--- src/rtl/etg_params.svh ---
`ifndef ETG_PARAMS_SVH
`define ETG_PARAMS_SVH

// register indexes, and byte addresses at four bytes per index
`define ETG_IDX_SOURCE_MASK     16'h9dda
`define ETG_IDX_GATE_MODE       16'h9e3e
`define ETG_IDX_PULSE_WIDTH     16'hacb2
`define ETG_IDX_CONTROL         16'hb000
`define ETG_IDX_STATUS          16'hb001
`define ETG_ADDR_SOURCE_MASK    18'h27768
`define ETG_ADDR_GATE_MODE      18'h278f8
`define ETG_ADDR_PULSE_WIDTH    18'h2b2c8
`define ETG_ADDR_CONTROL        18'h2c000
`define ETG_ADDR_STATUS         18'h2c004

// mode field values
`define ETG_MODE_RISING         32'h00000001
`define ETG_MODE_FALLING        32'h00000002
`define ETG_MODE_LOW_LEVEL      32'h00000010
`define ETG_MODE_TWO_EDGE       32'h08000000
`define ETG_MODE_LONGER         32'h04000000

// source mask bit positions
`define ETG_MASK_MAIN_BIT       1
`define ETG_MASK_EXTRA_A_BIT    8
`define ETG_MASK_EXTRA_B_BIT    9

// reset values and the pulse width minimum
`define ETG_RST_SOURCE_MASK     32'h00000000
`define ETG_RST_GATE_MODE       32'h00000000
`define ETG_RST_PULSE_WIDTH     16'h0002
`define ETG_PW_MIN              16'h0002

`endif

--- src/rtl/etg_pkg.sv ---
package etg_pkg;
    typedef enum logic [2:0] {
        ETG_SEL_NONE,
        ETG_SEL_LOW_LEVEL,
        ETG_SEL_FALL_TWO_EDGE,
        ETG_SEL_LONG_HIGH,
        ETG_SEL_LONG_LOW
    } etg_sel_t;

    typedef enum logic [1:0] {
        ETG_IDLE,
        ETG_ARMED,
        ETG_OPEN
    } etg_state_t;
endpackage

--- src/rtl/etg_gate.sv ---
`timescale 1ns/1ps
`include "etg_params.svh"
module etg_gate
(
    // apb slave
    input  wire logic        pclk,
    input  wire logic        presetn,
    input  wire logic        psel,
    input  wire logic        penable,
    input  wire logic        pwrite,
    input  wire logic [31:0] paddr,
    input  wire logic [31:0] pwdata,
    output logic      [31:0] prdata,
    output logic             pready,
    output logic             pslverr,
    // trigger inputs
    input  wire logic        ext_trig_main,
    input  wire logic        ext_trig_extra_a,
    input  wire logic        ext_trig_extra_b,
    // gate
    output logic             gate_open
);
    import etg_pkg::*;

    // ------------------------------------------------------------
    // register file
    // ------------------------------------------------------------
    logic [31:0]  trigger_source_mask;
    logic [31:0]  external_gate_mode;
    logic [15:0]  pulse_width_limit;
    logic         run_enable;
    logic [31:0]  next_mask;
    logic [31:0]  next_mode;
    logic [15:0]  next_width;
    logic         next_run;
    logic [31:0]  next_prdata;
    logic         next_pslverr;
    logic         next_pready;
    logic         access;
    logic         hit;
    etg_state_t   state;

    assign access = psel && penable && !pready;

    always_comb
    begin
        next_mask    = trigger_source_mask;
        next_mode    = external_gate_mode;
        next_width   = pulse_width_limit;
        next_run     = run_enable;
        next_prdata  = prdata;
        next_pslverr = 1'b0;
        next_pready  = access;
        hit          = 1'b1;
        case (paddr[17:0])
            `ETG_ADDR_SOURCE_MASK: next_prdata = trigger_source_mask;
            `ETG_ADDR_GATE_MODE:   next_prdata = external_gate_mode;
            `ETG_ADDR_PULSE_WIDTH: next_prdata = {16'h0000, pulse_width_limit};
            `ETG_ADDR_CONTROL:     next_prdata = {31'h0, run_enable};
            `ETG_ADDR_STATUS:      next_prdata = {29'h0, gate_open,
                                                  state == ETG_ARMED, run_enable};
            default:
            begin
                next_prdata = 32'h00000000;
                hit         = 1'b0;
            end
        endcase
        if (paddr[31:18] != 14'h0000)
        begin
            hit         = 1'b0;
            next_prdata = 32'h00000000;
        end
        if (access)
        begin
            next_pslverr = !hit;
            if (pwrite && hit)
            begin
                case (paddr[17:0])
                    `ETG_ADDR_SOURCE_MASK: next_mask = pwdata;
                    `ETG_ADDR_GATE_MODE:   next_mode = pwdata;
                    // values below 2 are clamped so the counter never qualifies at once
                    `ETG_ADDR_PULSE_WIDTH: next_width = (pwdata[15:0] < `ETG_PW_MIN) ?
                                                        `ETG_PW_MIN : pwdata[15:0];
                    `ETG_ADDR_CONTROL:     next_run = pwdata[0];
                    default:               next_run = run_enable;
                endcase
            end
        end
        else
        begin
            next_prdata = prdata;
        end
    end

    always_ff @(posedge pclk or negedge presetn)
    begin
        if (!presetn)
        begin
            trigger_source_mask <= `ETG_RST_SOURCE_MASK;
            external_gate_mode  <= `ETG_RST_GATE_MODE;
            pulse_width_limit   <= `ETG_RST_PULSE_WIDTH;
            run_enable          <= 1'b0;
            prdata              <= 32'h00000000;
            pready              <= 1'b0;
            pslverr             <= 1'b0;
        end
        else
        begin
            trigger_source_mask <= next_mask;
            external_gate_mode  <= next_mode;
            pulse_width_limit   <= next_width;
            run_enable          <= next_run;
            prdata              <= next_prdata;
            pready              <= next_pready;
            pslverr             <= next_pslverr;
        end
    end

    // ------------------------------------------------------------
    // input conditioning
    // ------------------------------------------------------------
    logic [2:0] raw_in;
    logic [2:0] sync_in;
    logic [2:0] admit;
    logic       trig;
    logic       trig_q;
    logic       run_q;
    logic       rise;
    logic       fall;
    logic       start;

    assign raw_in = {ext_trig_extra_b, ext_trig_extra_a, ext_trig_main};

    genvar gi;
    generate
        for (gi = 0; gi < 3; gi++)
        begin : g_sync
            etg_sync u_sync
            (
                .pclk    (pclk),
                .presetn (presetn),
                .din     (raw_in[gi]),
                .dout    (sync_in[gi])
            );
        end
    endgenerate

    assign admit = {trigger_source_mask[`ETG_MASK_EXTRA_B_BIT],
                    trigger_source_mask[`ETG_MASK_EXTRA_A_BIT],
                    trigger_source_mask[`ETG_MASK_MAIN_BIT]};
    // masked sources idle high so they never look low or produce an edge
    assign trig  = &(sync_in | ~admit);
    assign rise  = trig && !trig_q;
    assign fall  = !trig && trig_q;
    assign start = run_enable && !run_q;

    // ------------------------------------------------------------
    // mode decode
    // ------------------------------------------------------------
    etg_sel_t sel;

    always_comb
    begin
        case (external_gate_mode)
            `ETG_MODE_LOW_LEVEL:                      sel = ETG_SEL_LOW_LEVEL;
            (`ETG_MODE_FALLING | `ETG_MODE_TWO_EDGE): sel = ETG_SEL_FALL_TWO_EDGE;
            (`ETG_MODE_RISING | `ETG_MODE_LONGER):    sel = ETG_SEL_LONG_HIGH;
            (`ETG_MODE_FALLING | `ETG_MODE_LONGER):   sel = ETG_SEL_LONG_LOW;
            default:                                  sel = ETG_SEL_NONE;
        endcase
    end

    // ------------------------------------------------------------
    // gate engine
    // ------------------------------------------------------------
    logic [15:0]  width_cnt;
    logic [15:0]  next_cnt;
    logic         qualify;
    etg_state_t   next_state;
    logic         next_gate;

    // count lags the input by one sample, so >= means longer than the limit
    assign qualify = (width_cnt >= pulse_width_limit);

    always_comb
    begin
        next_state = state;
        next_gate  = gate_open;
        next_cnt   = width_cnt;
        // count samples while the level of interest holds
        if ((sel == ETG_SEL_LONG_HIGH && trig) || (sel == ETG_SEL_LONG_LOW && !trig))
        begin
            if (width_cnt != 16'hffff)
                next_cnt = width_cnt + 16'h0001;
        end
        else
        begin
            next_cnt = 16'h0000;
        end
        case (state)
            ETG_IDLE:
            begin
                next_gate = 1'b0;
                if (start && sel != ETG_SEL_NONE)
                    next_state = ETG_ARMED;
                if (start && sel == ETG_SEL_LOW_LEVEL && !trig)
                begin
                    next_state = ETG_OPEN;
                    next_gate  = 1'b1;
                end
            end
            ETG_ARMED:
            begin
                case (sel)
                    ETG_SEL_LOW_LEVEL:     next_gate = !trig;
                    ETG_SEL_FALL_TWO_EDGE: next_gate = fall;
                    ETG_SEL_LONG_HIGH:     next_gate = trig && qualify;
                    ETG_SEL_LONG_LOW:      next_gate = !trig && qualify;
                    default:               next_gate = 1'b0;
                endcase
                if (next_gate)
                    next_state = ETG_OPEN;
            end
            ETG_OPEN:
            begin
                case (sel)
                    ETG_SEL_LOW_LEVEL:     next_gate = !trig;
                    ETG_SEL_FALL_TWO_EDGE: next_gate = !fall;
                    ETG_SEL_LONG_HIGH:     next_gate = !fall;
                    ETG_SEL_LONG_LOW:      next_gate = !rise;
                    default:               next_gate = 1'b0;
                endcase
                // low-level re-arms; other modes too, each close waits for a new open
                if (!next_gate)
                    next_state = ETG_ARMED;
            end
            default:
            begin
                next_state = ETG_IDLE;
                next_gate  = 1'b0;
            end
        endcase
        if (!run_enable)
        begin
            next_state = ETG_IDLE;
            next_gate  = 1'b0;
        end
    end

    always_ff @(posedge pclk or negedge presetn)
    begin
        if (!presetn)
        begin
            state     <= ETG_IDLE;
            gate_open <= 1'b0;
            width_cnt <= 16'h0000;
            trig_q    <= 1'b1;
            run_q     <= 1'b0;
        end
        else
        begin
            state     <= next_state;
            gate_open <= next_gate;
            width_cnt <= next_cnt;
            trig_q    <= trig;
            run_q     <= run_enable;
        end
    end

    // ------------------------------------------------------------
    // checks
    // ------------------------------------------------------------
    chk_low_open: assert property (@(posedge pclk) disable iff (!presetn)
        (state == ETG_ARMED && sel == ETG_SEL_LOW_LEVEL && !trig && run_enable) |=> gate_open)
        else $error("low level did not open gate");
    chk_low_start: assert property (@(posedge pclk) disable iff (!presetn)
        (start && sel == ETG_SEL_LOW_LEVEL && !trig) |=> gate_open)
        else $error("low level at start did not open gate");
    chk_low_close: assert property (@(posedge pclk) disable iff (!presetn)
        (gate_open && sel == ETG_SEL_LOW_LEVEL && trig) |=> !gate_open)
        else $error("low level gate not closed on high");
    chk_two_edge_close: assert property (@(posedge pclk) disable iff (!presetn)
        (gate_open && sel == ETG_SEL_FALL_TWO_EDGE && fall) |=> !gate_open)
        else $error("second falling edge did not close gate");
    chk_two_edge_start: assert property (@(posedge pclk) disable iff (!presetn)
        (sel == ETG_SEL_FALL_TWO_EDGE && !gate_open && !fall) |=> !gate_open)
        else $error("gate opened without falling edge");
    chk_mask_ignore: assert property (@(posedge pclk) disable iff (!presetn)
        (!admit[0] && $stable(admit) && $stable(sync_in[2:1])) |-> $stable(trig))
        else $error("masked source reached trigger");
    chk_short_pulse: assert property (@(posedge pclk) disable iff (!presetn)
        (sel == ETG_SEL_LONG_HIGH && !gate_open && !qualify) |=> !gate_open)
        else $error("short pulse opened gate");
    chk_high_close: assert property (@(posedge pclk) disable iff (!presetn)
        (gate_open && sel == ETG_SEL_LONG_HIGH && fall) |=> !gate_open)
        else $error("long high gate not closed on fall");
    chk_low_pw_close: assert property (@(posedge pclk) disable iff (!presetn)
        (gate_open && sel == ETG_SEL_LONG_LOW && rise) |=> !gate_open)
        else $error("long low gate not closed on rise");
    chk_width_count: assert property (@(posedge pclk) disable iff (!presetn)
        (sel == ETG_SEL_LONG_LOW && !trig && $past(!trig) && width_cnt != 16'hffff
         && $past(sel == ETG_SEL_LONG_LOW)) |=> width_cnt == $past(width_cnt) + 16'h0001)
        else $error("pulse counter did not advance");
endmodule // etg_gate

--- src/rtl/etg_sync.sv ---
`timescale 1ns/1ps
module etg_sync
(
    // clock and reset
    input  wire logic pclk,
    input  wire logic presetn,
    // level in and out
    input  wire logic din,
    output logic      dout
);
    logic stage1;
    logic next_stage1;
    logic next_dout;

    always_comb
    begin
        next_stage1 = din;
        next_dout   = stage1;
    end

    // idle high: a line that powers up high is not seen as a rising edge
    always_ff @(posedge pclk or negedge presetn)
    begin
        if (!presetn)
        begin
            stage1 <= 1'b1;
            dout   <= 1'b1;
        end
        else
        begin
            stage1 <= next_stage1;
            dout   <= next_dout;
        end
    end
endmodule // etg_sync

--- config.mk ---
export PLATFORM = sky130hd
export DESIGN_NAME = etg_gate
export DESIGN_NICKNAME = d
export VERILOG_FILES = /design/src/rtl/etg_pkg.sv /design/src/rtl/etg_gate.sv /design/src/rtl/etg_sync.sv
export VERILOG_INCLUDE_DIRS = /design/src /design/src/rtl
export SDC_FILE = /design/constraint.sdc
export NUM_CORES = 1
export LEC_CHECK = 0
export BUFFER_PORTS_ARGS = -buffer_cell sky130_fd_sc_hd__clkbuf_2
export CORE_ASPECT_RATIO = 1.2
export CORE_UTILIZATION = 55
export CTS_BUF_LIST = sky130_fd_sc_hd__clkbuf_2 sky130_fd_sc_hd__clkbuf_4 sky130_fd_sc_hd__clkbuf_8
export DETAILED_ROUTE_END_ITERATION = 8
export PLACE_DENSITY = 0.78
export SLEW_MARGIN = 25
export SYNTH_ARGS = -nofsm -noshare
export SYNTH_HDL_FRONTEND = slang
export SYNTH_HIERARCHICAL = 1
export SYNTH_SLANG_ARGS = --single-unit
--- constraint.sdc ---
create_clock -name pclk -period 2.86 [get_ports pclk]
set_input_delay 0.429 -clock pclk [delete_from_list [all_inputs] [get_ports pclk]]
set_output_delay 0.429 -clock pclk [all_outputs]
set_load 0.01 [all_outputs]
Word-level counts from Yosys, hierarchy flattened. Cells that the tools add are included.

Register bits after elaboration: 142. Output and inout bits: 35.

Add/subtract/negate cells: 1. Multiplexer cells: 22. Reduce and logical (&&, ||, !) cells: 32. Order comparisons: 2. Equal/unequal tests: 20. Bitwise operators: 2.

Operators by type and width (count): $pmux 32 s5 (1); $eq 18x18->1 const B (5); $eq 32x27->1 const B (2); $mux 16 (3); $eq 32x28->1 const B (1); $eq 32x5->1 const B (1); $mux 32 (1); $reduce_and 3->1 (6); $add 16x1->16 const B (1); $ge 16x16->1 (1); $lt 16x2->1 const B (1); $ne 16x16->1 const B (1); $reduce_bool 14->1 (1); $logic_and 1x1->1 (13); $pmux 3 s4 (1); $mux 2 (5); $logic_not 1->1 (7); $mux 1 (7); $eq 3x2->1 const B (2); $pmux 1 s3 (2); $pmux 2 s3 (1); $reduce_or 5->1 (1); $ne 4x4->1 const B (1); $pmux 1 s4 (1); other kinds (13) (13).

Depth between registers and ports, before layout.
Word-level depth: 11. Depth in mapped cells: 9. Gate-level depth less buffers: 9.

Modules after synthesis. Netlist, hierarchy kept.

By module, submodules not included: etg_gate (area an instance 6454.9 um^2, times used 1, cells each 579); etg_sync (area an instance 52.6 um^2, times used 3, cells each 2).

Least setup slack after synthesis. OpenSTA, ideal clock, no wires.

Kind: input to register. From: in paddr[1]. To: reg trigger_source_mask[10]. Required time: 2732 ps. Path buffers: 1. Arrival: 2444 ps. Stages on the path: 8. Setup slack: 288 ps. Cells stage by stage: nor2_1 or3b_1 or3_1 nor4_4 inv_2 nor2_2 buf_4 mux2_1.

Word-level cells in the longest chain between the ends: 6. Elaborated cells between the ends (all ways): 10. Those cells by class: 5 x eq/ne; 2 x mux; 3 x reduce/logical.

RTL lines: from (decl) (line etg_gate.sv:11) `input wire logic [31:0] paddr,`; $eq 18x18->1, on equally long branches (line etg_gate.sv:55, etg_gate.sv:78); $reduce_or 5->1 (no line); $mux 1 (line etg_gate.sv:55) `case (paddr[17:0])`; $mux 1 (line etg_gate.sv:68) `if (paddr[31:18] != 14'h0000)`; $logic_and 1x1->1 (line etg_gate.sv:76) `if (pwrite && hit)`; $reduce_and 3->1 (no line) (*); to (signal assigned) (line etg_gate.sv:99) `` trigger_source_mask <= `ETG_RST_SOURCE_MASK; ``; to (signal assigned) (line etg_gate.sv:109) `trigger_source_mask <= next_mask;`; to (decl) (line etg_gate.sv:28) `logic [31:0] trigger_source_mask;`.

Every way passes the cells marked *; elsewhere a longest branch is shown, timed or not. A chain may end at the register's enable or synchronous reset.

Final worst setup path.
From: reg external_gate_mode[23]. To: reg state[0].

Word-level cells in the longest chain between the ends: 8. Elaborated cells between the ends (all ways): 25. Those cells by class: 11 x eq/ne; 8 x mux; 6 x reduce/logical.

RTL lines: from (decl) (line etg_gate.sv:29) `logic [31:0] external_gate_mode;`; from (signal assigned) (line etg_gate.sv:100) `` external_gate_mode <= `ETG_RST_GATE_MODE; ``; from (signal assigned) (line etg_gate.sv:110) `external_gate_mode <= next_mode;`; $eq 32x27->1, or another cell as far along (line etg_gate.sv:164) `case (external_gate_mode)`; $pmux 3 s4 (*) (line etg_gate.sv:164); $eq 3x2->1 or $eq 3x1->1 (tied branches) (line etg_gate.sv:214, etg_gate.sv:226, etg_gate.sv:206); $reduce_or 2->1 (no line) or $logic_and 1x1->1 (tied branches); $pmux 1 s3 or $logic_and 1x1->1 (tied branches) (line etg_gate.sv:226, etg_gate.sv:206); $mux 1 or $mux 2 (tied branches) (line etg_gate.sv:200, etg_gate.sv:206); $ne 3x3->1 (no line) or $pmux 2 s3 (tied branches); $reduce_and 3->1 (no line) or $mux 2 (tied branches); to (signal assigned) (line etg_gate.sv:262) `state <= next_state;`; to (decl) (line etg_gate.sv:41) `etg_state_t state;`.

Every way passes the cells marked *; elsewhere a longest branch is shown, timed or not. The select of a mux whose other input is x is not followed.

==> reports/metrics.yaml <==
grt_max_degree: 65
critPathMaxFanout: 5
clkSinkCount: 142
placed_cells: 835
ys_ff_latch: 142
required_ps: 3180
hold_class: "in2reg"
grt_pass1_wl_mm: 24.92
hold_viol: 0
synth_top_area_cell: "dfrtp_1"
route.met2.wl_mm: 7.711
die-width_microns: 102.1
cp-start-kind: "flop"
top_layer: "met4"
syn_inst: 585
dieArea_sq_um: 12470
most-common-layout-cells: "dfrtp_1 (134), clkbuf_2 (105), nand2_1 (59), mux2_2 (33), mux2_1 (32)"
drt_iter0_markers: 348
drive_gt1_share_pct: 28.69
synthTopCellsByArea: "dfrtp_1 (51%), mux2_2 (5.6%), mux2_1 (5.4%)"
grt_util_all_layers_pct: 26.31
endpoint_kind: "flop"
m1WireLength_mm: 6.588
critPathKind: "reg2reg"
cts_tree: "built"
dr_wl_met3_microns: 616
synth_edf_count: 0
grt_pass1_vias: 5120
fmax_mhz: 387.1
p_total_mw: 3.815
drc_errors: 0
hold_slack_ps: 71.54
irDropWorstVdd_v: 0.0002772
rsz0062_at_grt: "no"
synth_seq_area_share_pct: 53.89
core_area_sq_um: 11620
grt-ovfl-total: 0
critPathSlowestCell: "nor4_1"
num_vias: 5171
fin_cells: 868
yosysWarningCount: 6
via_per_inst: 5.957
post-dp-hpwl_mm: 10.90
slew_violations: 0
avgRoutedWirePerCell_microns: 17.54
pin_count: 107
synth.distinct_cells: 54
p_leak_nw: 3.821
fp-row-count: 43
p_per_area_nw_per_um2: 484.9
start_util_pct: 56.90
fin_area_sq_um: 7868
utilization_pct: 67.70
period_needed_ps: 2583
fin_skew_ps: 12.35
finalCritPeriodShare_pct: 90.33
place_congestion: 0.9184
setup_viol: 0
antenna_found_initial: 0
synthesis.nets: 674
ant_nets: 0
cts_root_buf: "clkbuf_8"
syn2layout_area_growth_pct: 18.98
post-place-ws_ps: 90.07
synth-main-ff-cell: "dfrtp_1"
wl_mm: 15.23
tns_ps: 0
cp.arrival_ps: 2900
fin_ws_ps: 276.7
num_antenna_cells: 0
syn-cell-area_sq_um: 6613
cpLargestDelayFamily: "simple AND/OR/NAND/NOR gates"
clockBufferDepth: 2
post-cts-setup-buffer-count: 0
clkSlewWorstSetupHoldPaths_ps: 80
path_cells: "nor4_1 > nand4_1 > nor2_1 > nand3_1 > a311oi_2 > o32ai_1 > o311a_1"
drv_cap: 0
relSlewSlack_pct: 49.60
dieHeight_microns: 122.1
cpPeakStageDelay_ps: 440
cts-htree-levels: 4
synthArstFlopShare_pct: 100.0
dr.pass1.iters: 9
syn_avg_cell_area_sq_um: 11.30
insertion_delay_ps: 440
placed_cell_area_sq_um: 7433
mostFrequentLayoutCell: "dfrtp_1"
worstMarginPinSlew_ps: 753.4
synth_top_area_share_pct: 50.71
outcome: "completed"
port_buffers: 106
cp.buffers_inverters: 0
nNetsFinal: 787
cts_buffers: 17
## per-layer routing
metal	vias up	track usage, %
met5	-	0
met4	0	10.09
met3	27	5.680
met2	162	43.96
met1	2574	33.29
li1	2408	-
## flip-flops by register name (all words and copies together) (netlist names)
signal and count:
g_sync.u_sync/next_dout 3, external_gate_mode 32, trig_q 1, width_cnt 16, pslverr 1, pulse_width_limit 16, run_q 1, g_sync.u_sync/dout 3
run_enable 1, state 2, pready 1, prdata 32, gate_open 1, trigger_source_mask 32
## area by class of cell
class | count | area (sq um)
Clock buffer | 19 | 255.2
Inverter | 26 | 97.59
Multi-Input combinational cell | 389 | 2870
Tap cell | 157 | 196.4
Fill cell | 887 | 3754
Sequential cell | 142 | 3563
Timing Repair Buffer | 122 | 721.9
Clock inverter | 13 | 162.7
## Yosys cell counts (4+ instances only)
master and count:
xor2_1 9, nand2_1 59, a211oi_1 4, dfstp_2 8, nor4_1 15, clkbuf_1 17
nand4_1 8, nor2_1 26, mux2_1 32, o21ai_0 23, a222oi_1 15, o31ai_1 30
mux2_2 33, and4_1 6, buf_2 8, dfrtp_1 134, inv_1 25, and3_1 5
nor3_1 10, ha_1 17, nand3_1 18, a21oi_1 10, a22oi_1 16, nand2b_1 6
o41ai_1 4
## cells by family (layout without fill, tap and decap cells)
group / count (synthesis) / after routing / share of synthesized area, %
simple gates: 173 / 173 / 13.45
flops: 142 / 142 / 53.89
compound gates: 122 / 122 / 13.38
mux: 66 / 66 / 11.22
buf+inv: 54 / 180 / 3.387
fa+ha+maj: 17 / 17 / 3.217
xor+xnor: 11 / 11 / 1.457
## what timing repair did
action | 4_1_cts | 5_1_grt
resized for setup | 0 | 1
hold buffers | 1 | 0
endpoints found under the hold margin | 50 | 0
setup endpoints to repair | 0 | 1
## path summary, 6_finish.rpt
| kind | start | end | slack (ps) | cells after the start |
|---|---|---|---|---|
| hold reg to reg | g_sync[1].u_sync/next_dout$_DFF_PN1_ | g_sync[1].u_sync/dout$_DFF_PN1_ | 360 | 0 |
| hold / removal | ext_trig_extra_b | g_sync[2].u_sync/next_dout$_DFF_PN1_ | 70 | 1 |
| setup reg to reg | external_gate_mode[23]$_DFFE_PN0P_ | state[0]$_DFFE_PN0P_ | 280 | 7 |
| min in group asynchronous | presetn | run_q$_DFF_PN0_ | 530 | 2 |
| max in group asynchronous | presetn | trigger_source_mask[8]$_DFFE_PN0P_ | 1590 | 3 |
| setup / recovery | external_gate_mode[23]$_DFFE_PN0P_ | state[0]$_DFFE_PN0P_ | 280 | 7 |
## report_power, final
part           internal (mW)  switching, mW  total (mW)
clock network          0.898          0.759        1.66
registers               2.02        0.00191        2.02
logic                 0.0483         0.0928       0.141
Power figures use the tool's default switching activity.
